## src/rtl/iof_pkg.sv

```systemverilog
// package: constants and carriers for the i/o sample frame builder
package iof_pkg;
    // ********************************
    // frame layout
    // ********************************
    localparam int         IW          = 6;     // byte index width
    localparam logic [7:0] SOF_BYTE    = 8'h7e; // start delimiter
    localparam logic [7:0] TYPE_A64    = 8'h82; // sample set, 64-bit source
    localparam logic [7:0] TYPE_A16    = 8'h83; // sample set, 16-bit source
    localparam logic [7:0] CKSUM_BASE  = 8'hff;
    localparam logic [IW-1:0] OFS_SOF  = 6'h00;
    localparam logic [IW-1:0] OFS_LENH = 6'h01;
    localparam logic [IW-1:0] OFS_LENL = 6'h02;
    localparam logic [IW-1:0] OFS_TYPE = 6'h03;
    localparam logic [IW-1:0] OFS_ADDR = 6'h04;
    localparam logic [IW-1:0] OFS_RSSI64 = 6'h0c;
    localparam logic [IW-1:0] OFS_RSSI16 = 6'h06;
    localparam logic [IW-1:0] OFS_DIG64  = 6'h11;
    localparam logic [IW-1:0] OFS_DIG16  = 6'h0b;
    localparam logic [IW-1:0] OFS_AN64   = 6'h13;
    localparam logic [IW-1:0] OFS_AN16   = 6'h0d;
    // ********************************
    // channel mask / digital word fields
    // ********************************
    localparam int DIG_LSB = 0;   // digital_line_bits
    localparam int DIG_W   = 9;
    localparam int AN_LSB  = 9;   // analog_channel_bits
    localparam int AN_N    = 4;
    localparam int ADC_W   = 10;
    localparam int OPT_ADDR_BC = 1;
    localparam int OPT_PAN_BC  = 2;
    // ********************************
    // carriers
    // ********************************
    typedef struct packed {
        logic                       is64;
        logic [63:0]                src_addr;
        logic [7:0]                 rssi_mag;
        logic                       addr_bcast;
        logic                       pan_bcast;
        logic [7:0]                 nsamples;
        logic [15:0]                chan_mask;
        logic [15:0]                dig_word;
        logic [AN_N-1:0][ADC_W-1:0] adc;
    } iof_sample_t;
    typedef struct packed {
        logic       valid;
        logic [7:0] data;
    } iof_byte_t;
    typedef enum logic [0:0] {
        ST_IDLE = 1'b0,
        ST_SEND = 1'b1
    } iof_state_t;
endpackage

```

## src/rtl/iof_cksum.sv

```systemverilog
// module: running checksum over the frame data bytes
module iof_cksum (
    // clock and reset
    input  wire logic       mclk,
    input  wire logic       srst,
    // accumulate control
    input  wire logic       clr,
    input  wire logic       add,
    input  wire logic [7:0] din,
    // result
    output logic [7:0]      ck_byte
);
    import iof_pkg::*;
    logic [7:0] sum;

    // modulo-256 sum; clear wins because it marks a fresh frame
    always_ff @(posedge mclk) begin
        if (srst || clr) begin
            sum <= 8'h00;
        end else if (add) begin
            sum <= sum + din;
        end
    end

    assign ck_byte = CKSUM_BASE - sum;
endmodule

```

## src/rtl/iof_frame_builder.sv

```systemverilog
// module: builds i/o sample set frames as a byte stream toward the uart
// Overview of operation
// - 64-bit source gives type 0x82, address msb-first
// - offset 12 holds signal strength magnitude
// - options bit1 address bcast, bit2 pan bcast
// - 64-bit frame: sample count at offset 14
// - two-byte channel mask, msb first, 15-16
// - mask and digital word share one layout
// - digital word present when any line enabled
// - disabled lines read zero; none enabled omits word
// - two bytes per enabled analog input, msb first
// - analog is 10-bit, upper six bits zero
// - analog words in ascending channel order
// - 16-bit source gives type 0x83, two-byte address
// - 16-bit: strength 6, options 7, count 8, mask 9-10
// - 16-bit: digital at 11-12, analog from 13
module iof_frame_builder (
    // clock and reset
    input  wire logic                 mclk,
    input  wire logic                 srst,
    // sample set from the radio side
    input  wire iof_pkg::iof_sample_t smp_in,
    input  wire logic                 smp_valid,
    output logic                      smp_ready,
    // byte stream toward the uart
    output iof_pkg::iof_byte_t        tx,
    input  wire logic                 tx_ready
);
    import iof_pkg::*;

    // ********************************
    // state
    // ********************************
    iof_state_t  state;
    iof_sample_t smp;
    logic [IW-1:0] idx;
    logic        accept;
    logic        slot_free;
    logic        load;
    logic        fin;

    assign smp_ready = (state == ST_IDLE);
    assign accept    = smp_valid && smp_ready;
    assign slot_free = !tx.valid || tx_ready;

    // ********************************
    // layout decode
    // ********************************
    logic [IW-1:0] rssi_idx;
    logic [IW-1:0] opt_idx;
    logic [IW-1:0] cnt_idx;
    logic [IW-1:0] mask_idx;
    logic [IW-1:0] dig_idx;
    logic [IW-1:0] an_base;
    logic [IW-1:0] ck_idx;
    logic [IW-1:0] addr_sh;
    logic [IW-1:0] an_off;
    logic [15:0]   frame_len;
    logic [15:0]   dig_clean;
    logic          dig_present;
    logic [2:0]    n_an;

    // fixed fields shift down by six bytes for the short address
    assign rssi_idx = smp.is64 ? OFS_RSSI64 : OFS_RSSI16;
    assign opt_idx  = rssi_idx + 6'h01;
    assign cnt_idx  = rssi_idx + 6'h02;
    assign mask_idx = rssi_idx + 6'h03;
    assign dig_idx  = smp.is64 ? OFS_DIG64 : OFS_DIG16;
    assign dig_present = |smp.chan_mask[DIG_LSB +: DIG_W];
    assign dig_clean   = {7'h00, smp.dig_word[DIG_LSB +: DIG_W]
                          & smp.chan_mask[DIG_LSB +: DIG_W]};
    // analog start moves down two bytes, to dig_idx, when the digital word is omitted
    assign an_base = dig_present ? (smp.is64 ? OFS_AN64 : OFS_AN16)
                                 : dig_idx;
    assign ck_idx  = an_base + {2'b00, n_an, 1'b0};
    assign frame_len = {10'h000, ck_idx - OFS_TYPE};
    assign addr_sh = (rssi_idx - 6'h01) - idx;
    assign an_off  = idx - an_base;

    // ********************************
    // analog channel rank by enabled position
    // ********************************
    logic [2:0]  rank  [AN_N+1];
    logic [15:0] an_acc[AN_N+1];
    logic [15:0] an_word;
    assign rank[0]   = 3'd0;
    assign an_acc[0] = 16'h0000;

    // the k-th analog word goes to the k-th enabled channel, lowest first
    for (genvar c = 0; c < AN_N; c++) begin : g_an
        logic en;
        logic hit;
        assign en  = smp.chan_mask[AN_LSB + c];
        assign hit = en && (rank[c] == an_off[3:1]);
        assign rank[c+1] = rank[c] + {2'b00, en};
        // upper six bits forced zero
        assign an_acc[c+1] = an_acc[c] |
            (hit ? {6'h00, smp.adc[c]} : 16'h0000);
    end
    assign n_an    = rank[AN_N];
    assign an_word = an_acc[AN_N];

    // ********************************
    // byte selection
    // ********************************
    logic [7:0] ck_byte;
    logic [7:0] opt_byte;
    logic [7:0] addr_byte;
    logic [7:0] next_byte;
    logic [63:0] addr_shifted;

    assign opt_byte = {5'h00, smp.pan_bcast, smp.addr_bcast, 1'b0};
    assign addr_shifted = smp.src_addr >> {addr_sh, 3'b000};
    assign addr_byte    = addr_shifted[7:0];

    // every field msb first; checksum last
    assign next_byte =
        (idx == OFS_SOF)      ? SOF_BYTE :
        (idx == OFS_LENH)     ? frame_len[15:8] :
        (idx == OFS_LENL)     ? frame_len[7:0] :
        (idx == OFS_TYPE)     ? (smp.is64 ? TYPE_A64 : TYPE_A16) :
        (idx <  rssi_idx)     ? addr_byte :
        (idx == rssi_idx)     ? smp.rssi_mag :
        (idx == opt_idx)      ? opt_byte :
        (idx == cnt_idx)      ? smp.nsamples :
        (idx == mask_idx)     ? smp.chan_mask[15:8] :
        (idx == mask_idx + 6'h01) ? smp.chan_mask[7:0] :
        (idx <  an_base)      ? ((idx == dig_idx) ? dig_clean[15:8]
                                                  : dig_clean[7:0]) :
        (idx <  ck_idx)       ? (an_off[0] ? an_word[7:0]
                                           : an_word[15:8]) :
        ck_byte;

    // ********************************
    // sequencing
    // ********************************
    assign load = (state == ST_SEND) && slot_free && (idx <= ck_idx);
    assign fin  = (state == ST_SEND) && slot_free && (idx >  ck_idx);

    // checksum spans the type byte up to the byte before it
    iof_cksum u_cksum (
        .mclk    (mclk),
        .srst    (srst),
        .clr     (accept),
        .add     (load && (idx >= OFS_TYPE) && (idx < ck_idx)),
        .din     (next_byte),
        .ck_byte (ck_byte)
    );

    // capture the sample set; it stays stable for the whole frame
    always_ff @(posedge mclk) begin
        if (accept) begin
            smp <= smp_in;
        end
    end

    // state and byte index
    always_ff @(posedge mclk) begin
        if (srst) begin
            state <= ST_IDLE;
            idx   <= '0;
        end else if (accept) begin
            state <= ST_SEND;
            idx   <= '0;
        end else if (load) begin
            idx   <= idx + 6'h01;
        end else if (fin) begin
            state <= ST_IDLE;
        end
    end

    // output byte register; held while the uart stalls
    always_ff @(posedge mclk) begin
        if (srst) begin
            tx <= '0;
        end else if (load) begin
            tx.valid <= 1'b1;
            tx.data  <= next_byte;
        end else if (tx_ready) begin
            tx.valid <= 1'b0;
        end
    end
endmodule

```

## config.mk

```make
export PLATFORM = sky130hd
export DESIGN_NAME = iof_frame_builder
export DESIGN_NICKNAME = d
export VERILOG_FILES = /design/src/rtl/iof_pkg.sv /design/src/rtl/iof_cksum.sv /design/src/rtl/iof_frame_builder.sv
export SDC_FILE = /design/constraint.sdc
export NUM_CORES = 1
export LEC_CHECK = 0
export BUFFER_PORTS_ARGS = -buffer_cell sky130_fd_sc_hd__buf_2
export CELL_PAD_IN_SITES_DETAIL_PLACEMENT = 1
export CELL_PAD_IN_SITES_GLOBAL_PLACEMENT = 1
export CORE_AREA = 2 2 167 120
export DETAILED_ROUTE_END_ITERATION = 8
export DIE_AREA = 0 0 169 122
export PLACE_DENSITY_LB_ADDON = 0.1
export SYNTH_ARGS = -nofsm -noshare
export SYNTH_HDL_FRONTEND = slang
export SYNTH_SLANG_ARGS = --single-unit
```

## constraint.sdc

```tcl
create_clock -name mclk -period 7.77 [get_ports mclk]
set_input_delay 0.777 -clock mclk [delete_from_list [all_inputs] [get_ports mclk]]
set_output_delay 0.777 -clock mclk [all_outputs]
set_load 0.005 [all_outputs]
```

## After elaboration in Yosys (flattened, before gate mapping)

Cells that the tools add are included.

| word-level totals | value |
|---|---|
| flip-flop bits (word level) | 172 |
| bits in latches | 0 |
| memory bits (writable) | 0 |
| ROM bits | 0 |
| input bits | 159 |
| word-level logic and storage cells | 105 |
| memories | 0 |

| cells by class | value |
|---|---|
| $add $sub $neg | 15 |
| multiply operators | 0 |
| divide/modulo/power cells | 0 |
| order comparisons | 6 |
| equal/unequal tests | 13 |
| shift-type cells | 1 |
| muxes and demuxes | 28 |
| bitwise logic cells | 5 |
| reduce and logical (&&, ||, !) cells | 20 |

Operator list:

| cell | count |
|---|---|
| 8-bit 2-to-1 mux | 14 |
| 64-bit by 9-bit right shift with 8-bit output | 1 |
| 10-bit 2-to-1 mux | 4 |
| 10-bit bitwise OR | 3 |
| 6-bit by 5-bit equality test with 1-bit output | 4 |
| 5-bit 2-to-1 mux | 3 |
| 6-bit by 2-bit equality test with 1-bit output (second input constant) | 2 |
| 4-bit by 2-bit adder with 5-bit output (second input constant) | 2 |
| 1-bit logical AND | 10 |
| 9-bit AND | 1 |
| 9-bit OR reduction | 1 |
| 8-bit adder | 1 |
| 8-bit subtractor (first input constant) | 1 |
| 5-bit by 1-bit adder with 6-bit output (second input constant) | 1 |
| 5-bit by 4-bit adder with 6-bit output | 1 |
| 6-bit by 1-bit adder with 6-bit output (second input constant) | 1 |
| 6-bit by 1-bit equality test with 1-bit output (second input constant) | 1 |
| 6-bit by 4-bit equality test with 1-bit output | 1 |
| 6-bit equality test | 1 |
| 6-bit by 2-bit >= comparator with 1-bit output (second input constant) | 1 |
| 6-bit > comparator | 1 |
| 6-bit less-or-equal comparator | 1 |
| 6-bit logical NOT | 1 |
| 6-bit by 4-bit less-than comparator with 1-bit output | 1 |
| 23 further kinds | 30 |

## Logic depth before layout (Yosys ltp)

Gate-level depths: netlist (run 1).

| depth | value |
|---|---|
| depth after elaboration | 23 |
| gate-level depth with buffers | 29 |

## Cells and area by module

From an unflattened synthesis (run 1), not the netlist that was laid out.

| second synthesis, totals | value |
|---|---|
| cells, all modules | 684 |
| area, all modules | 8599.5 um^2 |

By module, submodules not included:

| module | instances | cells each | area each (um^2) | seq. area each (um^2) |
|---|---|---|---|---|
| iof_frame_builder | 1 | 601 | 7945.1 | 4764.6 |
| iof_cksum | 1 | 83 | 654.4 | 160.2 |

## Worst setup path after synthesis (run 1)

OpenSTA, ideal clock, no wires.

| timing path | value |
|---|---|
| path type | flip-flop to flip-flop |
| start point | reg smp, in the netlist g_an[0].en |
| end point | reg u_cksum.sum[7] |
| library setup time | 0.070 ns |
| arrival | 6.198 ns |
| slack | 1.503 ns |
| cell stages (with the launch flop) | 29 |
| path buffers | 1 |
| path through | edfxtp_1 fa_1 ha_1 fa_1 ha_1 a21o_1 a21oi_1 xnor2_1 ha_1 a21o_1 a221oi_1 and2_1 buf_2 o211ai_1 a211o_1 nand4_1 a31oi_1 o21a_1 inv_1 ha_1 a21o_1 a21o_1 a21o_1 a21oi_1 o21bai_1 a21oi_1 a21oi_1 or4_1 a21oi_1 |

| between the ends | value |
|---|---|
| word-level cells in the longest chain between the ends | 20 |

RTL lines:

| element | RTL line | text |
|---|---|---|
| start: declaration | iof_frame_builder.sv:35 | `iof_sample_t smp;` |
| start signal: assignment | iof_frame_builder.sv:153 | `smp <= smp_in;` |
| parallel branches: the longest is 16 deep, another holds 5-bit by 4-bit adder with 6-bit output | - |  |
| 8-bit 2-to-1 mux * | iof_frame_builder.sv:120 | `(idx == OFS_LENL) ? frame_len[7:0] :` |
| 8-bit 2-to-1 mux * | iof_frame_builder.sv:119 | `(idx == OFS_LENH) ? frame_len[15:8] :` |
| 8-bit 2-to-1 mux * | iof_frame_builder.sv:118 | `(idx == OFS_SOF) ? SOF_BYTE :` |
| net next_byte[1] | iof_frame_builder.sv:109 | `logic [7:0] next_byte;` |
| 8-bit adder * | iof_cksum.sv:21 | `sum <= sum + din;` |
| end signal: assignment | iof_cksum.sv:21 |  |
| end: declaration | iof_cksum.sv:14 | `logic [7:0] sum;` |

Mark *: on every way through the listed nets, which the timed path passes.
A chain may end at the register's enable or synchronous reset.

## Worst setup path after layout (run 1)

Same ends and word-level chain as after synthesis.

==> results of run 1 <==
==> worst min-delay path by stage <==
stage,start,to,cells past startpoint
after floorplan,state,state,2
after global placement,tx[0],tx[0],2
after detailed placement,tx[0],tx[0],2
after CTS,tx[0],tx[0],2
after global routing,tx[0],tx[0],2
final,tx[0],tx[0],2
==> worst max-delay path, cell delays in order, from the launching register on <==
cell,delay [ns]
edfxtp_1,0.51
fa_1,0.56
ha_1,0.21
fa_1,0.49
ha_1,0.31
a21o_1,0.18
a21oi_1,0.18
xnor2_1,0.22
ha_1,0.32
a21o_1,0.18
a221oi_1,0.43
and2_1,0.29
o211ai_1,0.13
a211o_1,0.30
nand4_1,0.09
a31oi_1,0.11
o21a_1,0.30
inv_1,0.07
ha_1,0.22
a21o_1,0.18
a21o_1,0.21
a21o_1,0.18
a21oi_1,0.23
o21bai_1,0.09
a21oi_1,0.20
a21oi_1,0.08
or4_1,0.48
a21oi_1,0.16
==> power by group through the flow <==
stage               Sequential, mW  Combinational [mW]  Clock [mW]
global route                  1.09               0.312       0.952
CTS                           1.09               0.285       0.928
finish                        1.09               0.284       0.906
floorplan                     1.11               0.170           0
global placement              1.11               0.270           0
detailed placement            1.11               0.282           0
==> state kept, by name, indices dropped and copies added, names as in the netlist <==
signal / count
tx: 9
u_cksum.sum: 8
opt_byte: 2
state: 1
idx: 6
g_an.en: 4
smp: 142
==> kinds of logic (layout without fill, tap and decap cells) <==
kind of cell    Yosys count  in the layout  share of synthesized area, %
other cells               0              2                             0
fa+ha+maj                41             41                          6.68
flops                   172            172                          59.7
compound gates          139            139                          11.8
mux                      36             36                          6.86
simple gates            152            152                          9.24
buf+inv                  52            221                          2.70
xor+xnor                 25             25                          3.02
==> layout make-up <==
cell class                 instances  area [µm²]  area share [%]
timing repair buffer             166         843            8.50
clock inverter                     9        83.8           0.845
clock buffer                      23         564            5.69
antenna                            2        5.00          0.0505
multi-input combinational        393        3100            31.2
inverter                          23        91.3           0.921
tap                              247         309            3.12
sequential                       172        4930            49.7
==> cell usage in the layout (no fill, tap or decap), types with 3 or more instances in the layout <==
cell / netlist / final
a31oi_1: 4 / 4
clkbuf_16: 0 / 22
xor2_1: 13 / 13
o21ai_0: 17 / 17
nand2_1: 27 / 27
a311oi_1: 4 / 4
edfxtp_1: 148 / 148
inv_6: 0 / 3
fa_1: 5 / 5
nor4_1: 4 / 4
a21oi_1: 37 / 37
a222oi_1: 8 / 8
nand4_1: 7 / 7
a22oi_1: 3 / 3
mux2_2: 4 / 4
nor2_1: 50 / 50
o221ai_1: 6 / 6
nand3_1: 13 / 13
mux2i_1: 16 / 16
buf_4: 0 / 5
a211oi_1: 7 / 7
o21a_1: 5 / 5
buf_2: 10 / 161
a21o_1: 9 / 9
nor2b_1: 5 / 5
mux4_2: 16 / 16
dfxtp_1: 24 / 23
a221oi_1: 4 / 4
nand2b_1: 8 / 8
nor3_1: 11 / 11
or3_1: 3 / 3
ha_1: 36 / 36
and2_1: 3 / 3
o21ai_1: 5 / 5
and3_1: 10 / 10
inv_1: 22 / 21
xnor2_1: 10 / 10
a2bb2oi_1: 3 / 3
==> through the flow <==
stage               util, %  instances  setup WS (ns)
floorplan                 -        617           1.50
global placement       48.1       1001           1.04
detailed placement     48.1       1001          0.827
CTS                    51.5       1033          0.773
global route           51.5       1034          0.264
finish                 51.5       1035          0.796
==> routing by layer <==
| metal | GRT usage [%] | vias up | part of all wire [%] |
|---|---|---|---|
| met4 | 6.94 | 4 | 1.7 |
| met5 | 0 | - | 0.087 |
| met2 | 37.7 | 209 | 46 |
| li1 | - | 2705 | - |
| met3 | 6.89 | 32 | 7.3 |
| met1 | 30.0 | 2961 | 45 |
==> flow_summary.json, run 1 <==
{
  "status": "finished, final reports clean",
  "synth_top_cell_by_area": "edfxtp_1",
  "grt_pass1_wl_um": 35100,
  "synth-seq-cells": 172,
  "hold_path_class": "flip-flop to flip-flop",
  "ys_async_sr_fraction_pct": 0,
  "switchingPower_uw": 572,
  "p_seq_share_pct": 47.8,
  "period_minus_slack_ns": 6.97,
  "grt_max_degree": 91,
  "timing.fmax_mhz": 143,
  "place_hpwl_um": 17200,
  "power_density_mw_per_mm2": 230,
  "core_mm2": 0.0193,
  "drt_iter0_markers": 430,
  "ant_nets": 0,
  "routed_wl_um": 22900,
  "synth_area_mm2": 0.00824,
  "finalCritPeriodShare_pct": 89.8,
  "report.final.slew_viol_count": 0,
  "htree_levels": 4,
  "fin_area_mm2": 0.00992,
  "numPortBuffers": 161,
  "drv_cap": 0,
  "detail_route.vias_per_cell": 5.71,
  "ctsResizeCount": 0,
  "drt_first_pass_iters": 5,
  "clock_power_share_pct": 39.7,
  "nets": 973,
  "setup_tns_ns": 0,
  "clk_pin_slew_ns": 0.07,
  "worst-setup-path-type": "flip-flop to flip-flop",
  "syn_to_final_growth_pct": 20.3,
  "rsz0062_at_grt": "false",
  "comb_power_share_pct": 12.4,
  "yosys-top-cells-area": "edfxtp_1, dfxtp_1, ha_1",
  "p_int_mw": 1.71,
  "crit_start": "g_an[0].en",
  "synth.net_count": 817,
  "worst_pin_slew_ns": 1.08,
  "dieWidth_um": 169,
  "r2r_slack_ns": 0.80,
  "p_leak_nw": 3.86,
  "synth_top_area_share_pct": 53.9,
  "gr-usage-all-layers_pct": 23.1,
  "gp_congestion": 0.946,
  "syn_inst": 617,
  "setup_viol": 0,
  "ios": 169,
  "drcViolationCount": 0,
  "cts_tree": "yes",
  "synth.most_common_cell": "edfxtp_1",
  "placed_area_mm2": 0.00927,
  "ir_drop_mv": 0.173,
  "dieArea_mm2": 0.0206,
  "avgRoutedWirePerCell_um": 22.2,
  "ctsRootBufferMaster": "clkbuf_16",
  "clk_latency_ns": 0.44,
  "synth_flop_cell": "edfxtp_1",
  "cts_sinks": 172,
  "synth-edff-count": 148,
  "finalPower_mw": 2.28,
  "ys_types": 66,
  "synthTopCellsByCount": "edfxtp_1, nor2_1, a21oi_1, ha_1, nand2_1",
  "r2r_end": "u_cksum.sum[7]",
  "fp.dieH_um": 122,
  "cts_setup_buffers": 0,
  "worstPathMaxFanout": 6,
  "rows": 43,
  "grt_pass1_vias": 6277,
  "holdBufCountCts": 0,
  "avgSynthCellArea_um2": 13.4,
  "swShare_pct": 25.1,
  "maxSlewHeadroom_pct": 27.6,
  "worstSetupEndpoint": "u_cksum.sum[7]",
  "start_util_pct": 42.8,
  "yosysWarnings": 0,
  "yosysSeqAreaShare_pct": 59.7,
  "cp-start-kind": "flip-flop",
  "num_vias": 5911,
  "fill_cells": 1989,
  "overflow": 0,
  "cts_made_buffers": 17,
  "clk_path_buf_depth": 2,
  "fin_skew_ns": 0.0126,
  "worstPathRequired_ns": 8.14,
  "crit_path_end_kind": "flip-flop",
  "worst_hold_slack_ns": 0.467,
  "worstPathArrival_ns": 7.34,
  "antenna_found_initial": 4,
  "final_hold_viol_count": 0,
  "r2r-start": "g_an[0].en",
  "r2r_cells": 27,
  "final_layout_size_suffix_gt1_share_pct": 28.9
}
Note: power is estimated with default switching activity, not from simulation.
==> inputs of run 2 (changes only) <==
- CORE_AREA: 2 2 167 120 -> 5 5 170 123
- DIE_AREA: 0 0 169 122 -> 0 0 175 128
==> run 2 against run 1 <==
Die area rose by 8.6%. Utilization is 0.30 points lower. Critical path type unchanged. Critical path depth rose by 1.
==> flow_summary.json, run 2 (synthesis gave the netlist of run 1 again) <==
{
  "ios": 169,
  "clk_latency_ns": 0.44,
  "final_layout_size_suffix_gt1_share_pct": 28.6,
  "final_hold_viol_count": 0,
  "report.final.slew_viol_count": 0,
  "fin_skew_ns": 0.0136,
  "num_vias": 5918,
  "final_common_cell": "buf_2",
  "rows": 43,
  "max_stage_delay_ns": 0.56,
  "final_core_util_pct": 51.2,
  "cp_slowest_cell": "fa_1",
  "critPathTopFamily": "compound AO/OA/AOI/OAI gates",
  "gr-usage-all-layers_pct": 20.9,
  "cp-start-kind": "flip-flop",
  "worst_pin_slew_ns": 1.07,
  "drv_cap": 0,
  "comb_power_share_pct": 12.9,
  "fp.dieH_um": 128,
  "stdcell_count": 1039,
  "power_density_mw_per_mm2": 224,
  "drt_first_pass_iters": 6,
  "setup_tns_ns": 0,
  "largest_reg_flops": 142,
  "worstPathArrival_ns": 7.43,
  "period_minus_slack_ns": 7.07,
  "drt_iter0_markers": 488,
  "status": "finished, final reports clean",
  "finalWorstSetupSlack_ns": 0.704,
  "rsz0062_at_grt": "false",
  "largest-register": "smp",
  "swShare_pct": 25.3,
  "grt_max_degree": 80,
  "reg_top3": "smp (142), tx (9), u_cksum.sum (8)",
  "core_mm2": 0.0193,
  "p_seq_share_pct": 49.4,
  "worstPathMaxFanout": 10,
  "pre_cts_slack_ns": 0.760,
  "cts_made_buffers": 17,
  "p_int_mw": 1.65,
  "fill_cells": 2020,
  "timing.fmax_mhz": 142,
  "finalCritPeriodShare_pct": 90.9,
  "final_cell_mix": "buf_2, edfxtp_1, nor2_1, a21oi_1, ha_1",
  "drcViolationCount": 0,
  "detail_route.vias_per_cell": 5.70,
  "dieArea_mm2": 0.0224,
  "placedCellCount": 1002,
  "htree_levels": 4,
  "worst-setup-path-type": "flip-flop to flip-flop",
  "switchingPower_uw": 558,
  "p_leak_nw": 3.83,
  "ir_drop_mv": 0.197,
  "worstPathRequired_ns": 8.14,
  "place_hpwl_um": 17400,
  "ctsRootBufferMaster": "clkbuf_16",
  "worst_hold_slack_ns": 0.468,
  "crit_path_end_kind": "flip-flop",
  "grt_pass1_vias": 6248,
  "numPortBuffers": 161,
  "hold_path_class": "flip-flop to flip-flop",
  "routed_wl_um": 23200,
  "clk_pin_slew_ns": 0.07,
  "maxSlewHeadroom_pct": 28.6,
  "grt_pass1_wl_um": 35600,
  "syn_to_final_growth_pct": 19.6,
  "clock_power_share_pct": 37.7,
  "antenna_found_initial": 5,
  "nets": 974,
  "clk_path_buf_depth": 2,
  "overflow": 0,
  "dieWidth_um": 175,
  "setup_viol": 0,
  "ant_nets": 0,
  "start_util_pct": 42.8,
  "cts_tree": "yes",
  "ctsResizeCount": 0,
  "avgRoutedWirePerCell_um": 22.3,
  "cts_setup_buffers": 0,
  "critPathBufInv": 2,
  "cts_sinks": 172,
  "gp_congestion": 0.911,
  "holdBufCountCts": 0
}
==> run 2: cell types whose count changed in the layout (fill, tap and decap cells not counted) <==
cell        delta
clkbuf_1       +3
clkinv_8       -1
buf_4          +1
clkbuf_16      -3
clkinvlp_4     +1
inv_6          -1
diode_2        +3
clkinv_4       +1
==> run 2: worst register-to-register path, delay by kind of cell (launching register included) <==
family	cells	cell delay [ns]
and+or+nand+nor	3	0.78
buffers and inverters	2	0.28
AOI/OAI and AO/OA	16	3.12
DFF	1	0.50
xor gates and xnor gates	1	0.22
adders and majority gates	6	2.09
==> run 2: power groups by stage <==
stage | sequential (mW) | clock, mW | combinational [mW]
5_1_grt | 1.09 | 0.895 | 0.310
6_report | 1.09 | 0.831 | 0.284
4_1_cts | 1.09 | 0.850 | 0.285
3_5_place_dp | 1.11 | 0 | 0.283
3_3_place_gp | 1.11 | 0 | 0.271
2_1_floorplan | 1.11 | 0 | 0.170
==> run 2: final cells by class <==
| class | count | area [µm²] | area share, % |
|---|---|---|---|
| diodes | 5 | 12.5 | 0.127 |
| clock buffers | 23 | 500 | 5.07 |
| clock inverters | 9 | 75.1 | 0.761 |
| inverters | 23 | 91.3 | 0.926 |
| multi-input cells | 393 | 3100 | 31.4 |
| flip-flops and latches | 172 | 4930 | 49.9 |
| well taps | 247 | 309 | 3.13 |
| repair buffers | 167 | 851 | 8.63 |
==> run 2: through the flow <==
stage	cell area, µm²	power (mW)
6_report	9860	2.20
5_1_grt	9850	2.30
4_1_cts	9850	2.23
3_5_place_dp	9270	1.39
2_1_floorplan	8240	1.28
3_3_place_gp	9270	1.38
==> run 2: worst paths after layout <==
path | endpoint | depth (start not counted) | startpoint | slack [ns]
setup / recovery | u_cksum.sum[7] | 28 | g_an[0].en | 0.70
hold / removal | tx[0] | 2 | tx[0] | 0.47
setup reg to reg | u_cksum.sum[7] | 28 | g_an[0].en | 0.70
hold reg to reg | tx[0] | 2 | tx[0] | 0.47
==> run 2: metal layers <==
layer | GRT usage [%] | wire, µm | up-vias
met1 | 28.7 | 10200 | 2956
li1 | - | - | 2721
met4 | 4.76 | 259 | 4
met2 | 33.0 | 10700 | 214
met5 | 0 | 21 | -
met3 | 6.63 | 1940 | 23
